## src/hw/port_expander_map.svh

```systemverilog
// Constant map of the dual-address serial port expander
`ifndef PORT_EXPANDER_MAP_SVH
`define PORT_EXPANDER_MAP_SVH

// ----------------------------------------------------------------
// Slave address layout
// ----------------------------------------------------------------
`define ADDR_PREFIX_HIGH_GRP 3'h5   // Upper address bits, ports 8..15
`define ADDR_PREFIX_LOW_GRP  3'h6   // Upper address bits, ports 0..7
`define ADDR_SPACE_SIZE      32     // Addresses the two selects span
`define HI_SEL_CODE_XOR      2'h2   // Recodes the high select field

// ----------------------------------------------------------------
// Byte framing
// ----------------------------------------------------------------
`define BYTE_BIT_COUNT       4'h8   // Bits per byte on the bus
`define RW_BIT_POS           0      // Read/write flag in address byte

// ----------------------------------------------------------------
// Port layout in the 16-bit output latch
// ----------------------------------------------------------------
`define OD_PORT_LSB          2      // First open-drain port
`define OD_PORT_MSB          5      // Last open-drain port
`define OD_PORT_COUNT        4      // Open-drain port count

// ----------------------------------------------------------------
// Timing
// ----------------------------------------------------------------
`define BUS_MAX_RATE_KHZ     400    // Fastest legal bus clock
`define MCLK_RATE_KHZ        100000 // Core clock rate
`define MIN_CYCLES_PER_BIT   (`MCLK_RATE_KHZ / `BUS_MAX_RATE_KHZ)

`endif

```

## src/hw/port_expander_pkg.sv

```systemverilog
// Types shared by the port expander design files
package port_expander_pkg;

  // ----------------------------------------------------------------
  // Four-level address select connection
  // ----------------------------------------------------------------
  typedef enum logic [1:0] {
    SEL_GND   = 2'h0,
    SEL_VPLUS = 2'h1,
    SEL_SCL   = 2'h2,
    SEL_SDA   = 2'h3
  } addr_sel_t;

  // ----------------------------------------------------------------
  // Serial interface states
  // ----------------------------------------------------------------
  typedef enum logic [2:0] {
    ST_IDLE    = 3'h0,
    ST_ADDR    = 3'h1,
    ST_ADDR_ACK = 3'h2,
    ST_WR_DATA = 3'h3,
    ST_WR_ACK  = 3'h4,
    ST_RD_DATA = 3'h5,
    ST_RD_ACK  = 3'h6
  } bus_state_t;

  // ----------------------------------------------------------------
  // Open-drain pin drive: level and enable travel together
  // ----------------------------------------------------------------
  typedef struct packed {
    logic level;  // Level driven while enabled, always low here
    logic oe;     // High while the pin is pulled low
  } pin_drive_t;

endpackage : port_expander_pkg

```

## src/hw/dual_address_i2c_port_expander.sv

```systemverilog
// Dual-address two-wire bus port expander with transition alert
// Overview of operation
// - Answers two addresses picked by select inputs
// - Address 101xxxx drives push-pull ports 8-15
// - Address 110xxxx: ports 0,1,6,7 and open-drain 2-5
// - Bus clock at most 400 kHz
// - Bus-clear input aborts transfer, frees bus
// - Open-drain bit high releases the pin
// - Reads return pin levels, not latches
// - Per-port flag latches any input change
// - Any transition sets latched alert, no mask
// - Twelve push-pull outputs, defaults from selects
// - Next addressed transaction clears all flags
// - Next access releases the alert
// - Bus-clear leaves alert untouched
// - Selects pick pullups and defaults per pair
`timescale 1ns/10ps
`default_nettype none

`include "port_expander_map.svh"

module dual_address_i2c_port_expander
  import port_expander_pkg::*;
(
  input  wire logic       mclk,
  input  wire logic       rst_n,       // Power-on reset
  input  wire logic       busClear_n,  // Serial interface clear
  input  wire logic       scl,         // Bus clock level
  input  wire logic       sdaIn,       // Bus data level
  output pin_drive_t      sdaPin,      // Bus data drive
  input  wire addr_sel_t  addrSelLo,   // Low address select
  input  wire addr_sel_t  addrSelHi,   // High address select
  input  wire logic [3:0] openDrainIn, // Open-drain port levels
  output pin_drive_t [3:0] openDrainIo, // Open-drain port drive
  output logic [3:0]      pullupEn,    // Pullup enables, ports 2..5
  output logic [11:0]     pushPullOut, // Ports 0,1,6..15 in order
  output pin_drive_t      alertPin,    // Active-low alert drive
  output logic [3:0]      transFlags   // Latched change flags
);

  // ----------------------------------------------------------------
  // Declarations
  // ----------------------------------------------------------------
  bus_state_t  state_reg;       // Serial interface state
  logic        sclPrev_reg;     // Bus clock, previous cycle
  logic        sdaPrev_reg;     // Bus data, previous cycle
  logic [7:0]  shift_reg;       // Address, write and read shifter
  logic [3:0]  bitCnt_reg;      // Bits moved in current byte
  logic        readMode_reg;    // Transfer is a read
  logic        highGrp_reg;     // Addressed group is ports 8..15
  logic        driveLow_reg;    // Pull bus data low
  logic        masterAck_reg;   // Master acknowledged read byte
  logic [15:0] portLatch_reg;   // Output latch, bit n is port n
  logic        defaultsDue_reg; // Power-up defaults not yet loaded
  logic        alert_reg;       // Alert latched

  logic        sclRise;         // Bus clock rising
  logic        sclFall;         // Bus clock falling
  logic        startCond;       // Data falls while clock high
  logic        stopCond;        // Data rises while clock high
  logic        busActive;       // Bus edges may be acted on
  logic [6:0]  addrLowGrp;      // Current address, ports 0..7
  logic [6:0]  addrHighGrp;     // Current address, ports 8..15
  logic        matchLow;        // Address byte hits low group
  logic        matchHigh;       // Address byte hits high group
  logic        accessHit;       // This device was addressed
  logic        writeStrobe;     // Data byte complete
  logic [7:0]  readByte;        // Pin levels of addressed group
  logic [15:0] portDefaults;    // Power-up defaults from selects
  logic        anyChange;       // Input edge seen this cycle

  // ----------------------------------------------------------------
  // Bus condition detection
  // ----------------------------------------------------------------
  // Pins are synchronous; at 100 MHz a 400 kHz bit spans at least
  // MIN_CYCLES_PER_BIT cycles, so single-cycle edge detection is safe
  always_ff @(posedge mclk or negedge rst_n)
  begin
    if (!rst_n)
    begin
      sclPrev_reg <= 1'b1;
      sdaPrev_reg <= 1'b1;
    end
    else
    begin
      sclPrev_reg <= scl;
      sdaPrev_reg <= sdaIn;
    end
  end

  assign sclRise   = scl & ~sclPrev_reg;
  assign sclFall   = ~scl & sclPrev_reg;
  assign startCond = scl & sclPrev_reg & sdaPrev_reg & ~sdaIn;
  assign stopCond  = scl & sclPrev_reg & ~sdaPrev_reg & sdaIn;
  assign busActive = busClear_n & ~startCond & ~stopCond;

  // ----------------------------------------------------------------
  // Address decode
  // ----------------------------------------------------------------
  // Low bits are the two select codes; the high select is recoded
  // so that the pairs span all 32 addresses
  assign addrLowGrp  = {`ADDR_PREFIX_LOW_GRP,
                        addrSelHi ^ `HI_SEL_CODE_XOR, addrSelLo};
  assign addrHighGrp = {`ADDR_PREFIX_HIGH_GRP,
                        addrSelHi ^ `HI_SEL_CODE_XOR, addrSelLo};
  assign matchLow    = (shift_reg[7:1] == addrLowGrp);
  assign matchHigh   = (shift_reg[7:1] == addrHighGrp);

  // Pulses once per transaction that targets either address
  assign accessHit   = busActive & sclFall & (state_reg == ST_ADDR) &
                       (bitCnt_reg == `BYTE_BIT_COUNT) &
                       (matchLow | matchHigh);

  assign writeStrobe = busActive & sclFall &
                       (state_reg == ST_WR_DATA) &
                       (bitCnt_reg == `BYTE_BIT_COUNT);

  // Live pin levels; open-drain bits show the wire, not the latch
  assign readByte = highGrp_reg ? portLatch_reg[15:8]
                  : {portLatch_reg[7:6], openDrainIn,
                     portLatch_reg[1:0]};

  // ----------------------------------------------------------------
  // Serial interface state machine
  // ----------------------------------------------------------------
  // Start and stop override any state; bus-clear overrides both
  always_ff @(posedge mclk or negedge rst_n)
  begin
    if (!rst_n)
    begin
      state_reg     <= ST_IDLE;
      shift_reg     <= 8'h00;
      bitCnt_reg    <= 4'h0;
      readMode_reg  <= 1'b0;
      highGrp_reg   <= 1'b0;
      driveLow_reg  <= 1'b0;
      masterAck_reg <= 1'b0;
    end
    else if (!busClear_n)
    begin
      // Drop the transfer and release data; alert logic is elsewhere
      state_reg    <= ST_IDLE;
      bitCnt_reg   <= 4'h0;
      driveLow_reg <= 1'b0;
    end
    else if (startCond)
    begin
      // Also covers repeated start in mid-transfer
      state_reg    <= ST_ADDR;
      bitCnt_reg   <= 4'h0;
      driveLow_reg <= 1'b0;
    end
    else if (stopCond)
    begin
      state_reg    <= ST_IDLE;
      driveLow_reg <= 1'b0;
    end
    else
    begin
      case (state_reg)
        ST_ADDR:
        begin
          if (sclRise)
          begin
            shift_reg  <= {shift_reg[6:0], sdaIn};
            bitCnt_reg <= bitCnt_reg + 4'h1;
          end
          else if (sclFall && bitCnt_reg == `BYTE_BIT_COUNT)
          begin
            if (matchLow || matchHigh)
            begin
              state_reg    <= ST_ADDR_ACK;
              driveLow_reg <= 1'b1;
              readMode_reg <= shift_reg[`RW_BIT_POS];
              highGrp_reg  <= matchHigh;
            end
            else
              state_reg <= ST_IDLE;  // Not ours: wait for next start
          end
        end
        ST_ADDR_ACK:
        begin
          if (sclFall)
          begin
            bitCnt_reg <= 4'h0;
            if (readMode_reg)
            begin
              // Sample the pins at the start of the byte
              shift_reg    <= readByte;
              driveLow_reg <= ~readByte[7];
              state_reg    <= ST_RD_DATA;
            end
            else
            begin
              driveLow_reg <= 1'b0;
              state_reg    <= ST_WR_DATA;
            end
          end
        end
        ST_WR_DATA:
        begin
          if (sclRise)
          begin
            shift_reg  <= {shift_reg[6:0], sdaIn};
            bitCnt_reg <= bitCnt_reg + 4'h1;
          end
          else if (writeStrobe)
          begin
            state_reg    <= ST_WR_ACK;
            driveLow_reg <= 1'b1;
          end
        end
        ST_WR_ACK:
        begin
          if (sclFall)
          begin
            // Further bytes rewrite the same group
            driveLow_reg <= 1'b0;
            bitCnt_reg   <= 4'h0;
            state_reg    <= ST_WR_DATA;
          end
        end
        ST_RD_DATA:
        begin
          if (sclRise)
            bitCnt_reg <= bitCnt_reg + 4'h1;
          else if (sclFall && bitCnt_reg == `BYTE_BIT_COUNT)
          begin
            driveLow_reg <= 1'b0;  // Release for the master's ack
            state_reg    <= ST_RD_ACK;
          end
          else if (sclFall)
          begin
            shift_reg    <= {shift_reg[6:0], 1'b0};
            driveLow_reg <= ~shift_reg[6];
          end
        end
        ST_RD_ACK:
        begin
          if (sclRise)
            masterAck_reg <= ~sdaIn;
          else if (sclFall)
          begin
            bitCnt_reg <= 4'h0;
            if (masterAck_reg)
            begin
              shift_reg    <= readByte;
              driveLow_reg <= ~readByte[7];
              state_reg    <= ST_RD_DATA;
            end
            else
              state_reg <= ST_IDLE;  // Not acknowledged: stop sending
          end
        end
        default:
        begin
          // Idle and any stray code wait for a start
          state_reg    <= ST_IDLE;
          driveLow_reg <= 1'b0;
        end
      endcase
    end
  end

  // ----------------------------------------------------------------
  // Output latch and power-up defaults
  // ----------------------------------------------------------------
  // Selects on a bus line read high at power-up; any connection but
  // ground gives a high default. Nibbles: 15..12, 11..8, 7..4, 3..0
  assign portDefaults = {{4{addrSelHi != SEL_GND}},
                         {4{addrSelLo != SEL_GND}},
                         {4{addrSelHi != SEL_GND}},
                         {4{addrSelLo != SEL_GND}}};

  // Straps are caught on the first edge after reset release
  always_ff @(posedge mclk or negedge rst_n)
  begin
    if (!rst_n)
    begin
      portLatch_reg   <= 16'h0000;
      defaultsDue_reg <= 1'b1;
    end
    else if (defaultsDue_reg)
    begin
      portLatch_reg   <= portDefaults;
      defaultsDue_reg <= 1'b0;
    end
    else if (writeStrobe && highGrp_reg)
      portLatch_reg[15:8] <= shift_reg;
    else if (writeStrobe)
      portLatch_reg[7:0]  <= shift_reg;
  end

  // ----------------------------------------------------------------
  // Transition flags and alert
  // ----------------------------------------------------------------
  transition_detect #(.WIDTH (`OD_PORT_COUNT)) u_transition_detect (
    .mclk       (mclk),
    .rst_n      (rst_n),
    .pinIn      (openDrainIn),
    .clearFlags (accessHit),
    .flags      (transFlags),
    .anyChange  (anyChange)
  );

  // No mask; a change in the clearing cycle keeps the alert set.
  // Only power-on reset and an access clear it, never bus-clear.
  always_ff @(posedge mclk or negedge rst_n)
  begin
    if (!rst_n)
      alert_reg <= 1'b0;
    else if (anyChange)
      alert_reg <= 1'b1;
    else if (accessHit)
      alert_reg <= 1'b0;
  end

  // ----------------------------------------------------------------
  // Pin drive
  // ----------------------------------------------------------------
  assign sdaPin   = '{level: 1'b0, oe: driveLow_reg};
  assign alertPin = '{level: 1'b0, oe: alert_reg};

  // A high latch bit releases the port so it can serve as input
  for (genvar i = 0; i < `OD_PORT_COUNT; i++)
  begin : g_od
    assign openDrainIo[i].level = 1'b0;
    assign openDrainIo[i].oe = ~portLatch_reg[`OD_PORT_LSB + i];
  end

  assign pullupEn[1:0] = {2{addrSelLo != SEL_GND}};
  assign pullupEn[3:2] = {2{addrSelHi != SEL_GND}};

  assign pushPullOut = {portLatch_reg[15:6], portLatch_reg[1:0]};

endmodule : dual_address_i2c_port_expander

`default_nettype wire

```

## src/hw/transition_detect.sv

```systemverilog
// Per-port latched transition flags for the open-drain inputs
`timescale 1ns/10ps
`default_nettype none

`include "port_expander_map.svh"

module transition_detect
  import port_expander_pkg::*;
#(
  parameter int WIDTH = `OD_PORT_COUNT
)
(
  input  wire logic             mclk,
  input  wire logic             rst_n,
  input  wire logic [WIDTH-1:0] pinIn,      // Sampled port levels
  input  wire logic             clearFlags, // Access pulse
  output logic      [WIDTH-1:0] flags,      // Latched change flags
  output logic                  anyChange   // Edge seen this cycle
);

  // ----------------------------------------------------------------
  // Storage
  // ----------------------------------------------------------------
  logic [WIDTH-1:0] prev_reg;   // Last cycle's pin levels
  logic [1:0]       primed_reg; // Edges since reset, as a shift
  logic [WIDTH-1:0] edgeSeen;   // Per-bit change this cycle

  // Two priming edges: reset value and default load would fake edges
  always_ff @(posedge mclk or negedge rst_n)
  begin
    if (!rst_n)
    begin
      prev_reg   <= '0;
      primed_reg <= 2'h0;
    end
    else
    begin
      prev_reg   <= pinIn;
      primed_reg <= {primed_reg[0], 1'b1};
    end
  end

  // One flag per port; an edge in the clearing cycle survives
  for (genvar i = 0; i < WIDTH; i++)
  begin : g_flag
    assign edgeSeen[i] = primed_reg[1] & (pinIn[i] ^ prev_reg[i]);

    always_ff @(posedge mclk or negedge rst_n)
    begin
      if (!rst_n)
        flags[i] <= 1'b0;
      else if (edgeSeen[i])
        flags[i] <= 1'b1;
      else if (clearFlags)
        flags[i] <= 1'b0;
    end
  end

  assign anyChange = |edgeSeen;

endmodule : transition_detect

`default_nettype wire

```

## config.mk

```make
export PLATFORM = sky130hd
export DESIGN_NAME = dual_address_i2c_port_expander
export DESIGN_NICKNAME = d
export VERILOG_FILES = /design/src/hw/port_expander_pkg.sv /design/src/hw/dual_address_i2c_port_expander.sv /design/src/hw/transition_detect.sv
export VERILOG_INCLUDE_DIRS = /design/src /design/src/hw
export SDC_FILE = /design/constraint.sdc
export NUM_CORES = 1
export LEC_CHECK = 0
export BUFFER_PORTS_ARGS = -buffer_cell sky130_fd_sc_hd__clkbuf_2
export CAP_MARGIN = 20
export CORE_ASPECT_RATIO = 1.5
export CORE_MARGIN = 2
export CORE_UTILIZATION = 55
export CTS_CLUSTER_SIZE = 24
export DETAILED_ROUTE_END_ITERATION = 16
export GPL_ROUTABILITY_DRIVEN = 0
export PLACE_DENSITY = 0.78
export SLEW_MARGIN = 20
export SYNTH_ARGS = -nofsm -noshare
export SYNTH_HDL_FRONTEND = slang
export SYNTH_HIERARCHICAL = 1
export SYNTH_SLANG_ARGS = --single-unit
```

## constraint.sdc

```tcl
create_clock -name mclk -period 2.95 [get_ports mclk]
set_clock_uncertainty 0.2 [all_clocks]
set_input_delay 0.295 -clock mclk [delete_from_list [all_inputs] [get_ports mclk]]
set_output_delay 0.295 -clock mclk [all_outputs]
set_load 0.03 [all_outputs]
```

Word level (Yosys, flattened, before mapping)
Cells that the tools add are included.
{"block": "word_totals", "regBits": 49, "in_bits": 13, "elab_cells": 181}
{"block": "op_classes", "add_sub_neg": 1, "n_eq_ne": 36, "n_mux": 63, "bitwise_logic": 38, "reduce_logical": 24}
{"op": "$mux W8", "n": 13}
{"op": "$ne A5 B5 Y1 const B", "n": 10}
{"op": "$mux W3", "n": 15}
{"op": "$pmux W8 S4", "n": 1}
{"op": "$mux W4", "n": 6}
{"op": "$mux W1", "n": 23}
{"op": "$and A1 B1 Y1", "n": 19}
{"op": "$ne A2 B2 Y1 const B", "n": 9}
{"op": "$pmux W3 S6", "n": 1}
{"op": "$reduce_bool A2 Y1", "n": 9}
{"op": "$mux W16", "n": 1}
{"op": "$eq A7 B7 Y1", "n": 2}
{"op": "$not A1 Y1", "n": 14}
{"op": "$reduce_and A13 Y1", "n": 1}
{"op": "$pmux W4 S3", "n": 1}
{"op": "$reduce_and A12 Y1", "n": 1}
{"op": "$ne A5 B4 Y1 const B", "n": 2}
{"op": "$reduce_and A10 Y1", "n": 1}
{"op": "$eq A3 B3 Y1 const B", "n": 3}
{"op": "$reduce_and A7 Y1", "n": 1}
{"op": "$eq A3 B2 Y1 const B", "n": 2}
{"op": "$ne A6 B6 Y1 const B", "n": 1}
{"op": "$pmux W1 S6", "n": 1}
{"op": "$ne A5 B3 Y1 const B", "n": 1}
{"op": "19 further kinds", "n": 24}

Depth between registers and ports, before layout
{"block": "logic_depth", "ltp_word": 15, "mapped_depth": 7, "depth_no_buf": 7}

By module
The synthesis kept the hierarchy.
{"mod": "dual_address_i2c_port_expander", "n_inst": 1, "cells_per_inst": 251, "area_per_inst_um2": 2401.1, "seq_area_each_um2": 979.7}
{"mod": "transition_detect", "n_inst": 1, "cells_per_inst": 21, "area_per_inst_um2": 340.3, "seq_area_each_um2": 250.2}

Worst setup path before layout
No wires, ideal clock.
{"block": "synth_path", "path_type": "reg2reg", "from": "register bitCnt_reg[0]", "to": "register portLatch_reg[0]", "setup_ns": 0.125, "t_arrival_ns": 1.657, "required_time_ns": 2.625, "path_slack_ns": 0.969, "stages_incl_launch_ff": 8, "path_buffers": 0, "path_cell_list": "dfrtp_1 -> inv_1 -> ha_1 -> and3b_1 -> nand4b_1 -> nor3_2 -> a21oi_2 -> mux2_2"}
{"block": "synth_between", "elab_chain_cells": 5, "word_cells_on_any_way": 6, "classes_between": "2 x eq/ne; 1 x bitwise; 3 x reduce/logical"}
{"element": "from (decl)", "line": "dual_address_i2c_port_expander.sv:48", "source": "logic [3:0] bitCnt_reg;"}
{"element": "from (signal assigned)", "line": "dual_address_i2c_port_expander.sv:166", "source": "bitCnt_reg <= bitCnt_reg + 4'h1;"}
{"element": "from (signal assigned)", "line": "dual_address_i2c_port_expander.sv:205", "source": "bitCnt_reg <= bitCnt_reg + 4'h1;"}
{"element": "from (signal assigned)", "line": "dual_address_i2c_port_expander.sv:226", "source": "bitCnt_reg <= bitCnt_reg + 4'h1;"}
{"element": "$eq A4 B4 Y1 (no source line) *"}
{"element": "$and A1 B1 Y1 *", "line": "dual_address_i2c_port_expander.sv:114", "source": "assign writeStrobe = busActive & sclFall &"}
{"element": "$logic_and A1 B1 Y1", "line": "dual_address_i2c_port_expander.sv:288", "source": "else if (writeStrobe && highGrp_reg)"}
{"element": "$ne A2 B2 Y1 (no source line)"}
{"element": "$reduce_and A2 Y1 (no source line) *"}
{"element": "to (signal assigned)", "line": "dual_address_i2c_port_expander.sv:285", "source": "portLatch_reg <= portDefaults;"}
{"element": "to (signal assigned)", "line": "dual_address_i2c_port_expander.sv:291", "source": "portLatch_reg[7:0] <= shift_reg;"}
{"element": "to (decl)", "line": "dual_address_i2c_port_expander.sv:53", "source": "logic [15:0] portLatch_reg;"}
Every way passes the cells marked *; elsewhere a longest branch is shown, timed or not.
A chain may end at the register's enable or synchronous reset.

Worst setup path in the final report
{"block": "layout_path", "from": "input sdaIn", "to": "register shift_reg[2]"}
{"block": "layout_between", "elab_chain_cells": 4, "word_cells_on_any_way": 6, "classes_between": "5 x bitwise; 1 x reduce/logical"}
{"element": "from (decl)", "line": "dual_address_i2c_port_expander.sv:29", "source": "input wire logic sdaIn,"}
{"element": "$not A1 Y1", "line": "dual_address_i2c_port_expander.sv:93", "source": "assign startCond = scl & sclPrev_reg & sdaPrev_reg & ~sdaIn;"}
{"element": "$and A1 B1 Y1", "line": "dual_address_i2c_port_expander.sv:93"}
{"element": "$not A1 Y1 (no source line)"}
{"element": "$reduce_and A13 Y1 (no source line) *"}
{"element": "to (signal assigned)", "line": "dual_address_i2c_port_expander.sv:165", "source": "shift_reg <= {shift_reg[6:0], sdaIn};"}
{"element": "to (signal assigned)", "line": "dual_address_i2c_port_expander.sv:189", "source": "shift_reg <= readByte;"}
{"element": "to (signal assigned)", "line": "dual_address_i2c_port_expander.sv:204", "source": "shift_reg <= {shift_reg[6:0], sdaIn};"}
{"element": "to (decl)", "line": "dual_address_i2c_port_expander.sv:47", "source": "logic [7:0] shift_reg;"}
Marked as above.

==> metrics.md <==
| Metric | Value |
|---|---|
| Post-Syn Area | `0.00274 sq mm` |
| FF+latch count, synth | `49` |
| Num ports | `between 40 and 50` |
| TritonCTS Buffers | `5` |
| Clk buf depth | `2` |
| Pre-antenna DRT Iters | `4` |
| Clk root buf | `clkbuf_8` |
| Main area contributors after synthesis | `dfrtp_1 42%, mux2_2 12%, buf_4 6.0%` |
| Layout net count | `between 300 and 400` |
| DRT iter0 DRCs | `80` |
| Syn_area_per_cell | `about 10 sq um` |
| CP Capture Type | `flip-flop` |
| Post-layout minimum cycle time | `between 2 and 2.5 ns` |
| Flop-to-flop setup slack | `between 0.6 and 0.7 ns` |
| Crit start category | `input port` |
| Worst-skew pair later-pin latency | `0.31 ns` |
| Hold path cells | `3` |
| Max frequency | `about 420 MHz` |
| Drt wl/cell | `about 15 microns` |
| Post-route ant nets | `0` |
| Top FF cell, synth | `dfrtp_1` |
| Req. time, crit path | `roughly 3.0 ns` |
| Pwr Density | `about 570 mW/mm^2` |
| Worst min-delay path class | `in2reg` |
| Filler Cell Count | `around 430` |
| Worst hold endpoint | `state_reg[0]$_DFFE_PN0P_` |
| Most common cell after layout, fill and taps aside | `dfrtp_1` |
| Vias in the first global route | `approximately 2000` |
| Number of synthesized flops with an enable pin | `0` |
| Via count | `2026` |
| Core Area | `just under 0.005 sq mm` |
| Finished Cell Area | `0.00301 sq mm` |
| Postcts setup bufs | `0` |
| WS Path Type | `in2reg` |
| Die Span X | `roughly 62 microns` |
| Total Wirelength | `5620 microns` |
| Initial Utilization | `0.570` |
| Ys Warns | `6` |
| N_diodes | `0` |
| Die height | `slightly above 90 microns` |
| Leakage power | `~0.0013 uW` |
| DP Area | `between 0.002 and 0.003 sq mm` |
| Clock tree sinks | `between 40 and 50` |
| Area Growth Syn to Fin | `9.95%` |
| Htree depth | `2` |
| Max reg flops | `16` |
| Largest net degree at the start of global routing | `33` |
| Worst EP arrival | `between 2 and 2.5 ns` |
| Fin. Hold Viols | `0` |
| Hold_ws | `approximately 0.12 ns` |
| Crit share post-route | `0.802` |
| Most frequent cells in the layout | `46 x dfrtp_1, 38 x clkbuf_2, 28 x mux2_2` |
| Total of max-cap violations | `0` |
| Hold Buf Count CTS | `7` |
| Worst Tran Pin Value | `0.569 ns` |
| Post-synthesis sequential area ratio | `0.449` |
| CTS tree | `built` |
| Yosys top cell by area | `dfrtp_1` |
| Reg clk slew, reported paths | `approximately 0.1 ns` |
| Synth unique cells | `~50` |
| Grt ovf | `0` |
| Synth top area share | `0.420` |
| RSZ-0062 raised after global routing | `no` |
| CP Max Fanout | `8` |
| Max-slew headroom | `0.620` |
| Post_cts resized | `0` |
| Cell count after synthesis | `~270` |
| Outcome | `completed` |
| # setup viols final | `0` |
| GR Util All Layers | `0.223` |
| Min-delay src | `busClear_n` |
| Estimated wirelength of the detail-placed design | `4140 microns` |
| Fin. max-slew vios | `0` |
| IO buf count | `38` |
| Fraction of registers with async set/reset | `1.00` |
| Worst IR Drop VDD | `around 0.44 mV` |
| Drt drc | `0` |
| Reg2reg start | `bitCnt_reg[0]$_DFFE_PN0P_` |
| Reg2reg end | `portLatch_reg[4]$_DFFE_PN0P_` |
| Setup_tns | `0 ns` |
| # rows | `31` |
| Die area | `between 0.005 and 0.006 sq mm` |
| Initial antenna violation count | `0` |
| First-pass GRT wire length | `9470 microns` |
| Worst reg2reg path depth | `7` |
| Share of layout cells above drive strength 1 | `0.305` |
| Vias/cell | `about 5.5` |
==> final cells by class <==
type / count / area (sq um) / share of cell area
Timing Repair Buffer: 47 / 275 / 0.0913
Tap cell: 66 / 82.6 / 0.0274
Sequential cell: 49 / 1230 / 0.408
Inverter: 15 / 56.3 / 0.0187
Clock buffer: 5 / 68.8 / 0.0228
Multi-Input combinational cell: 186 / 1270 / 0.423
Clock inverter: 3 / 26.3 / 0.00872
==> power breakdown <==
group / internal, uW / switching, uW
logic: 169 / 252
clock network: 173 / 250
registers: 771 / 106
total: 1110 / 609
==> worst max-delay path, stage by stage <==
cell and delay (ns):
dlygate4sd3_1 0.54, clkbuf_2 0.15, xnor2_1 0.19, o21a_2 0.23, nand2_1 0.13, nor3_4 0.44, mux2_2 0.39
==> logic make-up after synthesis <==
logic type | Yosys count | share of synthesized area
and+or+nand+nor | 85 | 0.152
DFF | 49 | 0.449
AOI/OAI and AO/OA | 44 | 0.114
buffers and inverters | 43 | 0.0945
muxes | 36 | 0.144
xor gates and xnor gates | 11 | 0.0351
adders and majority gates | 2 | 0.00913
other | 2 | 0.00274
==> synth_stat cells, types with 2 or more instances <==
cell type,count
dfrtp_1,46
nand2b_1,4
and2_1,2
mux2_2,28
or2_2,4
nand3_1,9
o21ai_1,3
xnor2_1,5
o211ai_1,2
dfstp_2,3
conb_1,2
buf_2,3
nor2_1,27
ha_1,2
nand2_1,23
buf_4,22
xor2_1,6
o21ai_0,16
a2bb2oi_1,3
inv_1,15
a21oi_2,2
nor2b_1,2
mux2i_1,8
o22ai_1,3
a22o_1,4
nor3_1,5
==> per-layer routing <==
layer	global-route usage	vias to the layer above	wire (microns)
met5	0	-	0
met4	0.106	0	196
met3	0.0330	16	207
met2	0.365	51	2930
met1	0.278	989	2290
li1	-	970	-
==> how the worst max path moves through the flow <==
| stage | startpoint | end | slack, ns | depth (start not counted) |
|---|---|---|---|---|
| floorplan | bitCnt_reg[0]$_DFFE_PN0P_ | portLatch_reg[0]$_DFFE_PN0P_ | 0.97 | 7 |
| global route | sdaIn | shift_reg[6]$_DFFE_PN0P_ | 0.49 | 7 |
| finish | sdaIn | shift_reg[2]$_DFFE_PN0P_ | 0.59 | 7 |
| CTS | sdaIn | shift_reg[6]$_DFFE_PN0P_ | 0.60 | 7 |
| detailed placement | bitCnt_reg[0]$_DFFE_PN0P_ | portLatch_reg[4]$_DFFE_PN0P_ | 0.69 | 7 |
| global placement | bitCnt_reg[0]$_DFFE_PN0P_ | portLatch_reg[7]$_DFFE_PN0P_ | 0.77 | 7 |
==> stage by stage <==
step / total power (uW) / instances / util / setup WS (ns)
detailed placement: 1300 / 356 / 0.592 / 0.691
floorplan: 1220 / 278 / - / 0.969
finish: 1720 / 371 / 0.627 / 0.585
CTS: 1730 / 371 / 0.627 / 0.597
global placement: 1290 / 356 / 0.592 / 0.769
global route: 1800 / 371 / 0.627 / 0.494
(Power assumes the default switching activity.)
